<file path="src/rtl/fcpb_cfg.svh">
/*
  timing counts and field constants for the fifo port bus host controller.
  assumes a 40 MHz clock; every phase is a whole number of clock cycles.
*/
`ifndef FCPB_CFG_SVH
`define FCPB_CFG_SVH
// ----------------------------------------
// timing
// ----------------------------------------
`define FCPB_CLK_PERIOD_NS 25
`define FCPB_PHASE_NS 75
`define FCPB_PHASE_CYC ((`FCPB_PHASE_NS + `FCPB_CLK_PERIOD_NS - 1) / `FCPB_CLK_PERIOD_NS)
// ----------------------------------------
// command fields
// ----------------------------------------
`define FCPB_ADDR_W 4
`define FCPB_DATA_W 8
`define FCPB_IDLE_BYTE 8'h00
`endif

</file>
<file path="src/rtl/fcpb_pkg.sv">
/*
  types for the fifo port bus host controller.
  assumes the cfg header is included by users that need numbers.
*/
package fcpb_pkg;
  // bus signal set in use
  typedef enum logic {FCPB_MUX, FCPB_GEN} fcpb_mode_t;
  // kind of access the user asks for
  typedef enum logic [1:0] {FCPB_REG, FCPB_DMA, FCPB_ACK} fcpb_kind_t;
endpackage

</file>
<file path="src/rtl/fcpb_host.sv">
/*
  host controller that drives one cpu port of a byte fifo device, either
  over the multiplexed address/data bus or the generalized strobe bus.
  assumes device pins are synchronous to clock; the bench resolves the
  shared data wire and the open-drain pins from the enables.
*/
// Contract
// RL1 - muxed mode shares address and data wires
// RL2 - device latches chip select at strobe rise
// RL3 - address, select, ack valid while strobe low
// RL4 - read/write high reads, low writes
// RL5 - four address bits pick sixteen registers
// RL6 - data strobe times the byte transfer
// RL7 - dma strobe moves byte without address
// RL8 - request/wait is dma request or wait
// RL9 - generalized mode uses separate read, write
// RL10 - device answers only with chip enable; the model also answers dma cycles with chip_sel_n high
// RL11 - control/data high control, low data
// RL12 - dma controller asserts dma acknowledge
// RL13 - host acknowledges interrupt via ack line
// RL14 - device passes chain enable downstream
// RL15 - device takes chain enable from upstream
// RL16 - device requests interrupt open-drain low
// RL17 - chain out low while pending or in
// RL18 - device drives data only on reads
`timescale 1ns/1ps
`include "fcpb_cfg.svh"
module fcpb_host #(
  parameter int unsigned PHASE_CYC = `FCPB_PHASE_CYC
) (
  // clock and reset
  input wire logic clock,
  input wire logic rst_b,
  // user command port
  input wire logic cmd_valid,
  input wire fcpb_pkg::fcpb_mode_t cmd_mode,
  input wire fcpb_pkg::fcpb_kind_t cmd_kind,
  input wire logic cmd_read,
  input wire logic cmd_ctrl,
  input wire logic [3:0] cmd_addr,
  input wire logic [7:0] cmd_wdata,
  output logic cmd_ready,
  output logic rsp_valid,
  output logic [7:0] rsp_rdata,
  // shared data wire
  input wire logic [7:0] bus_in,
  output logic [7:0] bus_out,
  output logic bus_oe,
  // multiplexed bus strobes
  output logic address_strobe_n,
  output logic data_strobe_n,
  output logic rw,
  output logic chip_sel_n,
  output logic dma_byte_strobe_n,
  output logic reg_addr_bit0,
  output logic reg_addr_bit1,
  output logic reg_addr_bit2,
  output logic reg_addr_bit3,
  // generalized bus strobes
  output logic rd_n,
  output logic wr_n,
  output logic ctrl_data,
  output logic dma_ack_n,
  output logic irq_ack_n,
  // device status pins
  input wire logic req_wait_n,
  input wire logic irq_n,
  output logic irq_seen
);
  import fcpb_pkg::*;

  // the phase timer is eight bits wide; refuse counts it cannot hold
  if (PHASE_CYC < 1 || PHASE_CYC > 255) begin : g_phase_chk
    $error("phase count out of range");
  end

  // ----------------------------------------
  // sequencer
  // ----------------------------------------
  typedef enum logic [2:0] {S_IDLE, S_ADDR, S_GAP, S_DATA, S_WAIT, S_END} fcpb_st_t;
  fcpb_st_t st_r, st_nxt;
  logic [7:0] cnt_r;
  fcpb_mode_t mode_r;
  fcpb_kind_t kind_r;
  logic rd_r, ctrl_r;
  logic [3:0] addr_r;
  logic [7:0] wdata_r;
  fcpb_mode_t mode_e;
  fcpb_kind_t kind_e;

  // command as the pins see it; on the accepting edge the stored copy is
  // still the previous command, so the incoming fields are used directly
  wire take = (st_r == S_IDLE) && cmd_valid;
  assign mode_e = take ? cmd_mode : mode_r;
  assign kind_e = take ? cmd_kind : kind_r;
  wire rd_e = take ? (cmd_read || cmd_kind == FCPB_ACK) : rd_r;
  wire ctrl_e = take ? cmd_ctrl : ctrl_r;
  wire [3:0] addr_e = take ? cmd_addr : addr_r;
  wire [7:0] wdata_e = take ? cmd_wdata : wdata_r;

  // phase timer expiry and the device's wait stretch
  wire phase_done = (cnt_r == 8'(PHASE_CYC - 1));
  wire stretched = (req_wait_n == 1'b0) && (kind_r != FCPB_DMA); // [RL8]
  wire is_mux = (mode_e == FCPB_MUX);
  wire need_addr = is_mux && (kind_e != FCPB_DMA); // dma skips address [RL7]

  // next state; wait is only honoured at the end of the data phase
  always_comb begin
    st_nxt = st_r;
    case (st_r)
      S_IDLE: if (cmd_valid) st_nxt = S_ADDR;
      S_ADDR: begin
        if (!need_addr || phase_done) st_nxt = need_addr ? S_GAP : S_DATA;
      end
      S_GAP: if (phase_done) st_nxt = S_DATA;
      S_DATA: if (phase_done) st_nxt = S_WAIT;
      S_WAIT: if (!stretched) st_nxt = S_END;
      S_END: st_nxt = S_IDLE;
      default: st_nxt = S_IDLE;
    endcase
  end

  // state and counter; counter restarts on every change of state
  always_ff @(posedge clock) begin
    if (!rst_b) begin
      st_r <= S_IDLE;
      cnt_r <= 8'h00;
    end else begin
      st_r <= st_nxt;
      cnt_r <= (st_nxt != st_r) ? 8'h00 : cnt_r + 8'h01;
    end
  end

  // command capture at acceptance
  always_ff @(posedge clock) begin
    if (!rst_b) begin
      mode_r <= FCPB_MUX;
      kind_r <= FCPB_REG;
      rd_r <= 1'b0;
      ctrl_r <= 1'b0;
      addr_r <= 4'h0;
      wdata_r <= `FCPB_IDLE_BYTE;
    end else if (st_r == S_IDLE && cmd_valid) begin
      mode_r <= cmd_mode;
      kind_r <= cmd_kind;
      rd_r <= cmd_read || (cmd_kind == FCPB_ACK);
      ctrl_r <= cmd_ctrl;
      addr_r <= cmd_addr;
      wdata_r <= cmd_wdata;
    end
  end

  // ----------------------------------------
  // pin decode
  // ----------------------------------------
  // the strobe holds through wait so a stretched access stays open
  wire in_data = (st_r == S_DATA) || (st_r == S_WAIT);
  wire in_cycle = (st_r != S_IDLE) && (st_r != S_END);
  wire as_nxt = !(need_addr && st_nxt == S_ADDR); // [RL3]
  wire in_data_nxt = (st_nxt == S_DATA) || (st_nxt == S_WAIT);
  wire cyc_nxt = (st_nxt != S_IDLE) && (st_nxt != S_END);
  wire ds_nxt = !(is_mux && kind_e != FCPB_DMA && in_data_nxt); // [RL6]
  wire dstb_nxt = !(is_mux && kind_e == FCPB_DMA && in_data_nxt); // [RL7]
  wire rd_nxt = !(!is_mux && rd_e && in_data_nxt); // [RL9]
  wire wr_nxt = !(!is_mux && !rd_e && in_data_nxt); // [RL9]
  wire dma_ack_n_nxt = !(!is_mux && kind_e == FCPB_DMA && cyc_nxt); // [RL12]
  wire iack_nxt = !(kind_e == FCPB_ACK && cyc_nxt); // [RL13]
  // select held across the cycle so the device latches it at strobe rise
  wire cs_nxt = !(kind_e != FCPB_DMA && cyc_nxt); // [RL2] [RL10]
  // address on the shared wire first, then write data [RL1]
  wire drv_addr = need_addr && st_nxt == S_ADDR;
  wire drv_data = !rd_e && in_data_nxt;
  wire [7:0] bus_nxt = drv_addr ? {4'h0, addr_e} : wdata_e;

  // registered pins; strobes and enables held idle while no command is accepted
  always_ff @(posedge clock) begin
    if (!rst_b) begin
      address_strobe_n <= 1'b1;
      data_strobe_n <= 1'b1;
      dma_byte_strobe_n <= 1'b1;
      rd_n <= 1'b1;
      wr_n <= 1'b1;
      dma_ack_n <= 1'b1;
      irq_ack_n <= 1'b1;
      chip_sel_n <= 1'b1;
      rw <= 1'b1;
      ctrl_data <= 1'b0;
      bus_oe <= 1'b0;
      bus_out <= `FCPB_IDLE_BYTE;
      {reg_addr_bit3, reg_addr_bit2, reg_addr_bit1, reg_addr_bit0} <= 4'h0;
    end else begin
      address_strobe_n <= as_nxt;
      data_strobe_n <= ds_nxt;
      dma_byte_strobe_n <= dstb_nxt;
      rd_n <= rd_nxt;
      wr_n <= wr_nxt;
      dma_ack_n <= dma_ack_n_nxt;
      irq_ack_n <= iack_nxt;
      chip_sel_n <= cs_nxt;
      rw <= rd_e; // high reads, low writes [RL4]
      ctrl_data <= ctrl_e; // [RL11]
      bus_oe <= drv_addr || drv_data; // device owns the wire on reads [RL18]
      bus_out <= bus_nxt;
      {reg_addr_bit3, reg_addr_bit2, reg_addr_bit1, reg_addr_bit0} <= addr_e; // [RL5]
    end
  end

  // ----------------------------------------
  // user side
  // ----------------------------------------
  // read data sampled on the last data cycle, before strobes rise
  always_ff @(posedge clock) begin
    if (!rst_b) begin
      cmd_ready <= 1'b0;
      rsp_valid <= 1'b0;
      rsp_rdata <= 8'h00;
      irq_seen <= 1'b0;
    end else begin
      cmd_ready <= (st_nxt == S_IDLE) && !(st_r == S_IDLE && cmd_valid);
      rsp_valid <= (st_r == S_WAIT) && !stretched;
      if (st_r == S_WAIT && !stretched && rd_r) begin
        rsp_rdata <= bus_in;
      end
      irq_seen <= !irq_n; // [RL16]
    end
  end
endmodule

</file>
<file path="config.mk">
export PLATFORM = sky130hd
export DESIGN_NAME = fcpb_host
export DESIGN_NICKNAME = d
export VERILOG_FILES = /design/src/rtl/fcpb_pkg.sv /design/src/rtl/fcpb_host.sv
export VERILOG_INCLUDE_DIRS = /design/src /design/src/rtl
export SDC_FILE = /design/constraint.sdc
export NUM_CORES = 1
export LEC_CHECK = 0
export BUFFER_PORTS_ARGS = -buffer_cell sky130_fd_sc_hd__buf_2
export CORE_ASPECT_RATIO = 1.1
export CORE_MARGIN = 1
export CORE_UTILIZATION = 50
export CTS_BUF_LIST = sky130_fd_sc_hd__clkbuf_16
export DETAILED_ROUTE_END_ITERATION = 7
export PLACE_DENSITY = 0.83
export SLEW_MARGIN = 40
export SYNTH_ARGS = -nofsm -noshare
export SYNTH_HDL_FRONTEND = slang
export SYNTH_SLANG_ARGS = --single-unit
</file>
<file path="constraint.sdc">
create_clock -name clock -period 2.45 [get_ports clock]
set_input_delay 0.49 -clock clock [delete_from_list [all_inputs] [get_ports clock]]
set_output_delay 0.49 -clock clock [all_outputs]
set_load 0.01 [all_outputs]
</file>
==> impl_metrics.env, run 1 <==
export IMPL_number_of_enable_type_register_cells_in_the_synthesized_netlist=0
export IMPL_worst_ir_drop_vdd_mv=0.532
export IMPL_routed_wire_length_per_instance_um=13.8
export IMPL_route_layer_met1_wl_um=2110
export IMPL_total_congestion_overflow_after_global_routing=0
export IMPL_clock_insertion_delay_worst_skew_ns=0.32
export IMPL_post_cts_setup_buffers=0
export IMPL_final_cell_count_without_fillers=372
export IMPL_clkTransAtPathRegs_ns=0.05
export IMPL_wl_um=5120
export IMPL_worst_setup_path_type="flip-flop to flip-flop"
export IMPL_initial_utilization_pct=53.0
export IMPL_floorplan_rows=25
export IMPL_endpoint_kind="flip-flop"
export IMPL_post_synth_cell_area_avg_sq_um=9.34
export IMPL_grt_pass1_vias=1749
export IMPL_p_leak_nw=1.28
export IMPL_place_area_sq_mm=0.00266
export IMPL_netlist_instances=247
export IMPL_timing_fmax_ghz=0.477
export IMPL_synth_flop_cell="sky130_fd_sc_hd__dfxtp_1"
export IMPL_cts_max_path_buffers=2
export IMPL_hpwlAfterDp_um=3510
export IMPL_count_of_pins_over_their_slew_limit=0
export IMPL_timing_max_slew_rel_slack_pct=63.5
export IMPL_post_route_cells_drive_above_1_share_pct=28.3
export IMPL_timing_final_ws_setup_ns=0.352
export IMPL_maxCapViolations=0
export IMPL_drt_pass1_iter_count=5
export IMPL_design_final_nets=345
export IMPL_clock_skew_final_ns=0.00271
export IMPL_post_synthesis_compound_gate_area_fraction_pct=17.1
export IMPL_n_antenna_cell=0
export IMPL_critical_path_max_fanout=11
export IMPL_synth_adder_area_share_pct=1.09
export IMPL_floorplan_die_area_sq_mm=0.00489
export IMPL_hold_path_class="input port to flip-flop"
export IMPL_cts_buffers_inserted=9
export IMPL_drt_initial_drc_count=106
export IMPL_finalSetupTns_ns=0
export IMPL_drt_antenna_violating_nets=0
export IMPL_global_route_wire_length_before_repair_um=7890
export IMPL_detailroute_via_count=1977
export IMPL_synthXorXnorAreaFrac_pct=2.28
export IMPL_core_area_sq_mm=0.00435
export IMPL_cts_root_buf="sky130_fd_sc_hd__clkbuf_16"
export IMPL_worst_slew_pin_transition_ns=0.547
export IMPL_run_status="finished, final reports clean"
export IMPL_grt_max_degree=23
export IMPL_post_synth_top_count_cell="sky130_fd_sc_hd__dfxtp_1"
export IMPL_post_cts_resized=0
export IMPL_yosys_warnings=0
export IMPL_syn_area_sq_mm=0.00231
export IMPL_drcViolationCount=0
export IMPL_pre_cts_ws_ns=0.199
export IMPL_cts_htree_levels=3
export IMPL_postSynth_asyncResetShare_pct=0
export IMPL_post_cts_hold_buffer_count=0
export IMPL_final_area_sq_mm=0.00294
export IMPL_ys_types=45
export IMPL_hold_worst_slack_ns=0.323
export IMPL_fin_crit_ns=2.10
export IMPL_fraction_of_the_mapped_netlist_area_in_simple_logic_gates_pct=23.5
export IMPL_timing_critical_path_from_type="flip-flop"
export IMPL_maxUsedRoutingLayer="met4"
export IMPL_hold_violations=0
export IMPL_setup_violations=0
export IMPL_grt_util_all_layers_pct=21.9
export IMPL_top_level_ports=64
export IMPL_clock_tree_from_tritoncts="yes"
export IMPL_area_growth_pct=27.7
export IMPL_powerDensity_mw_per_mm2=848
export IMPL_dieWidth_um=66.8
export IMPL_route_met3_wl_um=351
export IMPL_synthesis_nets=279
export IMPL_placed_cells=356
export IMPL_synth_seq_area_share_pct=49.5
export IMPL_synth_area_leader_cell="sky130_fd_sc_hd__dfxtp_1"
export IMPL_synth_common_cells="57 x sky130_fd_sc_hd__dfxtp_1, 37 x sky130_fd_sc_hd__nand2_1, 19 x sky130_fd_sc_hd__a21boi_0"
export IMPL_main_combinational_cell_family_by_area_after_synthesis="simple AND/OR/NAND/NOR gates"
export IMPL_rsz0062_at_grt="false"
export IMPL_floorplan_die_height_um=73.2
export IMPL_place_gp_congestion=0.863
export IMPL_met2WireLength_um=2580
export IMPL_worst_endpoint_required_ns=2.70
export IMPL_antenna_found_initial=0
export IMPL_crit_arrival_ns=2.35
export IMPL_portBuffers=63
export IMPL_cts_sinks=57
export IMPL_finalCritPeriodShare_pct=85.6
export IMPL_synth_top_cell_area_share_pct=49.5
export IMPL_synth_area_top_cells="sky130_fd_sc_hd__dfxtp_1 49%, sky130_fd_sc_hd__a21boi_0 6.2%, sky130_fd_sc_hd__nand2_1 6.0%"
export IMPL_post_synth_mux_area_share_pct=2.60
export IMPL_via_per_inst=5.31
export IMPL_synth_seq_cells=57
[worst paths after layout]
path           startpoint            to  slack, ns  cells past startpoint
min                 irq_n      irq_seen       0.32                      2
max               st_r[1]    bus_out[2]       0.35                      7
max reg2reg       st_r[1]    bus_out[2]       0.35                      7
min reg2reg  rsp_rdata[6]  rsp_rdata[6]       0.45                      2
[flip-flops by register name, summed over array words and instances, names as in the netlist, 2 cells and up]
register and cells:
addr_r 4, bus_out 8, cnt_r 8, kind_r 2
rsp_rdata 8, st_r 3, wdata_r 8
[cell families (layout without fill, tap and decap cells)]
family | Yosys count | count (layout)
muxes | 6 | 6
buffers and inverters | 19 | 90
DFF | 57 | 57
xor gates and xnor gates | 6 | 6
and+or+nand+nor | 107 | 107
adders and majority gates | 2 | 2
AOI/OAI and AO/OA | 50 | 50
[critical path, stage by stage (launching register included)]
cell and delay [ns]:
sky130_fd_sc_hd__dfxtp_1 0.36, sky130_fd_sc_hd__buf_4 0.20, sky130_fd_sc_hd__nor2_1 0.29, sky130_fd_sc_hd__and3_1 0.37, sky130_fd_sc_hd__buf_4 0.24, sky130_fd_sc_hd__a211oi_1 0.07
sky130_fd_sc_hd__nor3_2 0.28, sky130_fd_sc_hd__a2bb2oi_1 0.20
[per-stage QoR]
step                      util, %  total power, mW
after global placement       61.3             1.36
after detailed placement     61.3             1.36
final                        67.7             2.50
after global routing         67.7             2.59
after CTS                    67.7             2.52
after floorplan                 -             1.25
[cell usage in the layout (no fill, tap or decap), types with 2 or more instances in the layout]
cell,instances
sky130_fd_sc_hd__a21oi_1,3
sky130_fd_sc_hd__or2_2,3
sky130_fd_sc_hd__o21ai_0,5
sky130_fd_sc_hd__mux2i_1,6
sky130_fd_sc_hd__buf_2,63
sky130_fd_sc_hd__and2_1,3
sky130_fd_sc_hd__ha_1,2
sky130_fd_sc_hd__clkbuf_16,9
sky130_fd_sc_hd__xor2_1,5
sky130_fd_sc_hd__nor2_1,13
sky130_fd_sc_hd__a21boi_0,19
sky130_fd_sc_hd__nand3_1,13
sky130_fd_sc_hd__nand2_1,37
sky130_fd_sc_hd__nand3b_1,2
sky130_fd_sc_hd__and3_1,4
sky130_fd_sc_hd__nor3_1,6
sky130_fd_sc_hd__dfxtp_1,57
sky130_fd_sc_hd__buf_4,6
sky130_fd_sc_hd__a2bb2oi_1,5
sky130_fd_sc_hd__or3b_2,2
sky130_fd_sc_hd__inv_1,8
sky130_fd_sc_hd__or3_1,2
sky130_fd_sc_hd__a31oi_1,2
sky130_fd_sc_hd__clkinv_2,2
sky130_fd_sc_hd__o31a_1,2
sky130_fd_sc_hd__nor2b_1,16
sky130_fd_sc_hd__a211oi_1,3
[metal layers]
layer  vias to the layer above  GRT usage (%)
met4                         0           14.2
met5                         -              0
li1                        986              -
met2                        66           35.4
met3                         8           4.22
met1                       917           26.2
[area by class of cell]
cell class,instances,area [sq um]
Timing Repair Buffer,69,360
Sequential cell,57,1140
Clock buffer,9,225
Fill cell,355,1400
Clock inverter,7,55.1
Multi-Input combinational cell,171,1080
Tap cell,54,67.6
Inverter,5,18.8
[report_power, final]
group / switching, mW / leakage, nW / internal, mW
combinational: 0.182 / 0.665 / 0.139
clock: 0.383 / 0.150 / 0.764
sequential: 0.0367 / 0.466 / 0.990
(Power assumes the default switching activity.)
==> inputs of run 2 (changes only) <==
--- a/config.mk
+++ b/config.mk
@@ -7,12 +7,14 @@
 export NUM_CORES = 1
 export LEC_CHECK = 0
 export BUFFER_PORTS_ARGS = -buffer_cell sky130_fd_sc_hd__buf_2
+export CAP_MARGIN = 20
 export CORE_ASPECT_RATIO = 1.1
 export CORE_MARGIN = 1
 export CORE_UTILIZATION = 50
 export CTS_BUF_LIST = sky130_fd_sc_hd__clkbuf_16
 export DETAILED_ROUTE_END_ITERATION = 7
 export PLACE_DENSITY = 0.83
+export REMOVE_ABC_BUFFERS = 1
 export SLEW_MARGIN = 40
 export SYNTH_ARGS = -nofsm -noshare
 export SYNTH_HDL_FRONTEND = slang
==> impl_metrics.env, run 2 (synthesis gave the netlist of run 1 again) <==
export IMPL_run_status="finished, final reports clean"
export IMPL_hpwlAfterDp_um=3500
export IMPL_place_gp_congestion=0.899
export IMPL_hold_path_depth=2
export IMPL_timing_final_ws_setup_ns=0.201
export IMPL_detailroute_via_count=1952
export IMPL_initial_utilization_pct=53.0
export IMPL_wl_um=4950
export IMPL_pre_cts_ws_ns=0.137
export IMPL_antenna_found_initial=0
export IMPL_post_route_cells_drive_above_1_share_pct=29.4
export IMPL_floorplan_rows=25
export IMPL_cts_htree_levels=3
export IMPL_clkTransAtPathRegs_ns=0.05
export IMPL_worst_setup_path_type="flip-flop to flip-flop"
export IMPL_launch_point_of_the_worst_reg_to_reg_path="st_r[0]"
export IMPL_mostFrequentLayoutCell="sky130_fd_sc_hd__buf_2"
export IMPL_top_level_ports=64
export IMPL_design_final_nets=347
export IMPL_post_cts_resized=0
export IMPL_floorplan_die_area_sq_mm=0.00489
export IMPL_dieWidth_um=66.8
export IMPL_cts_buffers_inserted=9
export IMPL_count_of_pins_over_their_slew_limit=0
export IMPL_drcViolationCount=0
export IMPL_hold_path_endpoint="irq_seen"
export IMPL_grt_max_degree=21
export IMPL_worst_slew_pin_transition_ns=0.554
export IMPL_drt_pass1_iter_count=4
export IMPL_global_route_wire_length_before_repair_um=7830
export IMPL_most_used_cells_in_the_layout_excluding_fill_and_tap_cells="63 x sky130_fd_sc_hd__buf_2, 57 x sky130_fd_sc_hd__dfxtp_1, 37 x sky130_fd_sc_hd__nand2_1"
export IMPL_drt_initial_drc_count=49
export IMPL_timing_max_slew_rel_slack_pct=63.0
export IMPL_critical_path_max_fanout=11
export IMPL_hold_path_start="irq_n"
export IMPL_finalCritPeriodShare_pct=91.8
export IMPL_n_antenna_cell=0
export IMPL_reg2regPathDepth=5
export IMPL_core_area_sq_mm=0.00435
export IMPL_cts_root_buf="sky130_fd_sc_hd__clkbuf_16"
export IMPL_hold_violations=0
export IMPL_cp_slowest_stage_delay_ns=0.65
export IMPL_hold_path_class="input port to flip-flop"
export IMPL_timing_fmax_ghz=0.445
export IMPL_grt_util_all_layers_pct=21.8
export IMPL_drt_antenna_violating_nets=0
export IMPL_endpoint_kind="flip-flop"
export IMPL_setup_violations=0
export IMPL_clock_tree_from_tritoncts="yes"
export IMPL_post_cts_setup_buffers=0
export IMPL_r2r_end="bus_out[2]"
export IMPL_cts_sinks=57
export IMPL_worst_endpoint_required_ns=2.63
export IMPL_worst_ir_drop_vdd_mv=0.475
export IMPL_routed_wire_length_per_instance_um=13.2
export IMPL_finalSetupTns_ns=0
export IMPL_fin_crit_ns=2.25
export IMPL_grt_pass1_vias=1823
export IMPL_timing_critical_path_from_type="flip-flop"
export IMPL_crit_arrival_ns=2.43
export IMPL_rrSetupSlack_ns=0.20
export IMPL_post_cts_hold_buffer_count=0
export IMPL_area_growth_pct=28.6
export IMPL_fillerInstances=344
export IMPL_portBuffers=63
export IMPL_powerDensity_mw_per_mm2=851
export IMPL_floorplan_die_height_um=73.2
export IMPL_crit_path_cell_trace="or4b_4, nor3_1, a21oi_1, a2111oi_4, a2bb2oi_1"
export IMPL_clock_skew_final_ns=0.00702
export IMPL_rsz0062_at_grt="false"
export IMPL_clock_insertion_delay_worst_skew_ns=0.32
export IMPL_maxCapViolations=0
export IMPL_p_leak_nw=1.28
export IMPL_total_congestion_overflow_after_global_routing=0
export IMPL_cpMaxStageDelayCell="sky130_fd_sc_hd__or4b_4"
export IMPL_via_per_inst=5.22
export IMPL_cts_max_path_buffers=2
[run 2: changes by cell type in the layout (fill, tap and decap cells not counted), sizes merged]
| cell | previous run | this run |
|---|---|---|
| clkinv | 3 | 6 |
| buf | 69 | 71 |
| inv | 8 | 5 |
[run 2: worst max path at each step]
stage	from	to	depth (start not counted)
2_1_floorplan	st_r[1]	wr_n	4
3_3_place_gp	cmd_valid	bus_out[2]	6
3_5_place_dp	cmd_valid	bus_out[2]	6
4_1_cts	st_r[0]	bus_out[2]	5
5_1_grt	st_r[0]	bus_out[0]	5
6_report	st_r[0]	bus_out[2]	5
[run 2: cell type report]
class                           instances  area, sq um  share of cell area [%]
Tap cell                               54         67.6                    2.28
Clock buffer                            9          225                    7.59
Multi-Input combinational cell        171         1080                    36.3
Sequential cell                        57         1140                    38.5
Clock inverter                          7         61.3                    2.07
Inverter                                5         18.8                   0.633
Timing Repair Buffer                   71          375                    12.7
[run 2: layer usage]
| layer | track usage [%] | vias up | routed length, um |
|---|---|---|---|
| li1 | - | 993 | - |
| met1 | 24.5 | 877 | 2170 |
| met2 | 36.4 | 73 | 2310 |
| met3 | 6.88 | 9 | 378 |
| met4 | 11.6 | 0 | 96 |
| met5 | 0 | - | 0 |
[run 2: report_power, final]
part	internal, mW	switching, mW	leakage (nW)	total (mW)
Sequential	0.989	0.0357	0.466	1.03
Clock	0.773	0.398	0.144	1.17
Combinational	0.144	0.183	0.675	0.327
Total	1.91	0.617	1.28	2.52
[run 2: critical path: cells and delay by family, from the launching register on]
kind            cells  cell delay (ns)
simple gates        2             0.96
flops               1             0.39
compound gates      3             0.76
[run 2: per-stage QoR]
step                      hold WS (ns)  instances  util (%)  cell area, sq um  total power, mW
final                            0.318        374      68.2              2970             2.52
after global routing             0.325        374      68.2              2970             2.63
after CTS                        0.311        374      68.2              2970             2.55
after detailed placement         0.452        358      61.6              2680             1.37
after global placement           0.446        358      61.6              2680             1.37
after floorplan                  0.445        233         -              2240             1.23
==> inputs of run 3 (changes only) <==
--- a/config.mk
+++ b/config.mk
@@ -6,14 +6,14 @@
 export SDC_FILE = /design/constraint.sdc
 export NUM_CORES = 1
 export LEC_CHECK = 0
-export BUFFER_PORTS_ARGS = -buffer_cell sky130_fd_sc_hd__buf_2
 export CAP_MARGIN = 20
 export CORE_ASPECT_RATIO = 1.1
 export CORE_MARGIN = 1
 export CORE_UTILIZATION = 50
 export CTS_BUF_LIST = sky130_fd_sc_hd__clkbuf_16
 export DETAILED_ROUTE_END_ITERATION = 7
-export PLACE_DENSITY = 0.83
+export DONT_BUFFER_PORTS = 1
+export PLACE_DENSITY = 0.71
 export REMOVE_ABC_BUFFERS = 1
 export SLEW_MARGIN = 40
 export SYNTH_ARGS = -nofsm -noshare
==> impl_metrics.env, run 3 (synthesis gave the netlist of run 1 again) <==
export IMPL_worst_slew_pin_transition_ns=0.544
export IMPL_wl_um=4610
export IMPL_powerDensity_mw_per_mm2=929
export IMPL_clock_skew_final_ns=0.00673
export IMPL_final_cell_count_without_fillers=310
export IMPL_groute_layer_met2_usage_pct=31.3
export IMPL_post_route_cells_drive_above_1_share_pct=11.7
export IMPL_run_status="finished, final reports clean"
export IMPL_drcViolationCount=0
export IMPL_grt_pass1_vias=1587
export IMPL_cpMaxStageDelayCell="sky130_fd_sc_hd__or4b_4"
export IMPL_hold_path_class="input port to flip-flop"
export IMPL_drt_antenna_violating_nets=0
export IMPL_clock_insertion_delay_worst_skew_ns=0.32
export IMPL_finalSetupTns_ns=0
export IMPL_fin_crit_ns=2.17
export IMPL_cts_sinks=57
export IMPL_fillerInstances=365
export IMPL_post_cts_hold_buffer_count=0
export IMPL_core_area_sq_mm=0.00435
export IMPL_hpwlAfterDp_um=3200
export IMPL_most_used_cells_in_the_layout_excluding_fill_and_tap_cells="57 x sky130_fd_sc_hd__dfxtp_1, 37 x sky130_fd_sc_hd__nand2_1, 19 x sky130_fd_sc_hd__a21boi_0"
export IMPL_place_gp_congestion=0.933
export IMPL_timing_critical_path_from_type="flip-flop"
export IMPL_antenna_found_initial=0
export IMPL_clkTransAtPathRegs_ns=0.05
export IMPL_groute_layer_met3_usage_pct=6.72
export IMPL_timing_fmax_ghz=0.462
export IMPL_routed_wire_length_per_instance_um=14.9
export IMPL_n_antenna_cell=0
export IMPL_top_level_ports=64
export IMPL_cts_max_path_buffers=2
export IMPL_crit_path_cell_trace="or4b_4, nor3_1, a21oi_1, a2111oi_4, a2bb2oi_1"
export IMPL_worst_endpoint_required_ns=2.63
export IMPL_grt_max_degree=39
export IMPL_floorplan_die_area_sq_mm=0.00489
export IMPL_critical_path_max_fanout=13
export IMPL_floorplan_rows=25
export IMPL_design_final_nets=283
export IMPL_groute_layer_met1_usage_pct=23.8
export IMPL_power_total_mw=2.46
export IMPL_detailroute_via_count=1739
export IMPL_count_of_pins_over_their_slew_limit=0
export IMPL_global_route_wire_length_before_repair_um=7190
export IMPL_finalCritPeriodShare_pct=88.4
export IMPL_crit_arrival_ns=2.35
export IMPL_placed_cells=294
export IMPL_maxCapViolations=0
export IMPL_mostFrequentLayoutCell="sky130_fd_sc_hd__dfxtp_1"
export IMPL_post_cts_setup_buffers=0
export IMPL_cts_buffers_inserted=9
export IMPL_rsz0062_at_grt="false"
export IMPL_busiest_layer="met2"
export IMPL_regArea_sq_mm=0.00114
export IMPL_via_per_inst=5.61
export IMPL_initial_utilization_pct=53.0
export IMPL_worst_ir_drop_vdd_mv=0.530
export IMPL_place_area_sq_mm=0.00236
export IMPL_setup_violations=0
export IMPL_multi_input_comb_area_sq_mm=0.00108
export IMPL_total_congestion_overflow_after_global_routing=0
export IMPL_p_leak_nw=1.01
export IMPL_pre_cts_ws_ns=0.253
export IMPL_final_area_sq_mm=0.00264
export IMPL_area_growth_pct=14.7
export IMPL_endpoint_kind="flip-flop"
export IMPL_hold_violations=0
export IMPL_grt_util_all_layers_pct=20.3
export IMPL_cts_root_buf="sky130_fd_sc_hd__clkbuf_16"
export IMPL_cts_htree_levels=3
export IMPL_dieWidth_um=66.8
export IMPL_cp_slowest_stage_delay_ns=0.64
export IMPL_floorplan_die_height_um=73.2
export IMPL_timing_max_slew_rel_slack_pct=63.8
export IMPL_post_cts_resized=0
export IMPL_cp_buffers_inverters=0
export IMPL_drt_pass1_iter_count=4
export IMPL_timing_final_ws_setup_ns=0.284
export IMPL_drt_initial_drc_count=92
export IMPL_critical_path_top_delay_family="simple AND/OR/NAND/NOR gates"
export IMPL_clock_tree_from_tritoncts="yes"
export IMPL_worst_setup_path_type="flip-flop to flip-flop"
export IMPL_portBuffers=0
run 3: cell count changes in the layout (fill, tap and decap cells not counted), sizes merged:
cell / delta
buf: -64
clkinv: -3
clkinvlp: +2
inv: +1
run 3: metal layers:
| metal | up-vias | routed length (um) |
|---|---|---|
| met5 | - | 0 |
| met4 | 0 | 111 |
| met3 | 10 | 462 |
| met2 | 83 | 2040 |
| met1 | 784 | 1990 |
| li1 | 862 | - |
run 3: worst paths after layout:
path,start,end,slack [ns],depth (start not counted)
setup / recovery,st_r[2],bus_out[2],0.28,5
hold / removal,irq_n,irq_seen,0.24,1
setup reg to reg,st_r[2],bus_out[2],0.28,5
hold reg to reg,wdata_r[6],wdata_r[6],0.47,2
run 3: cell type report:
| class | instances | share of cell area, % |
|---|---|---|
| Sequential cell | 57 | 43.2 |
| Tap cell | 54 | 2.56 |
| Clock buffer | 9 | 8.52 |
| Timing Repair Buffer | 7 | 1.99 |
| Inverter | 5 | 0.710 |
| Multi-Input combinational cell | 171 | 40.7 |
| Clock inverter | 7 | 2.37 |
run 3: stage by stage:
step / hold WS [ns] / util [%]
after global routing: 0.225 / 60.8
after detailed placement: 0.465 / 54.2
after CTS: 0.230 / 60.8
after floorplan: 0.445 / -
after global placement: 0.454 / 54.2
final: 0.237 / 60.8
run 3: power by group:
| group | switching, mW | internal [mW] | total [mW] |
|---|---|---|---|
| Clock | 0.395 | 0.772 | 1.17 |
| Sequential | 0.0575 | 0.990 | 1.05 |
| Combinational | 0.138 | 0.102 | 0.240 |
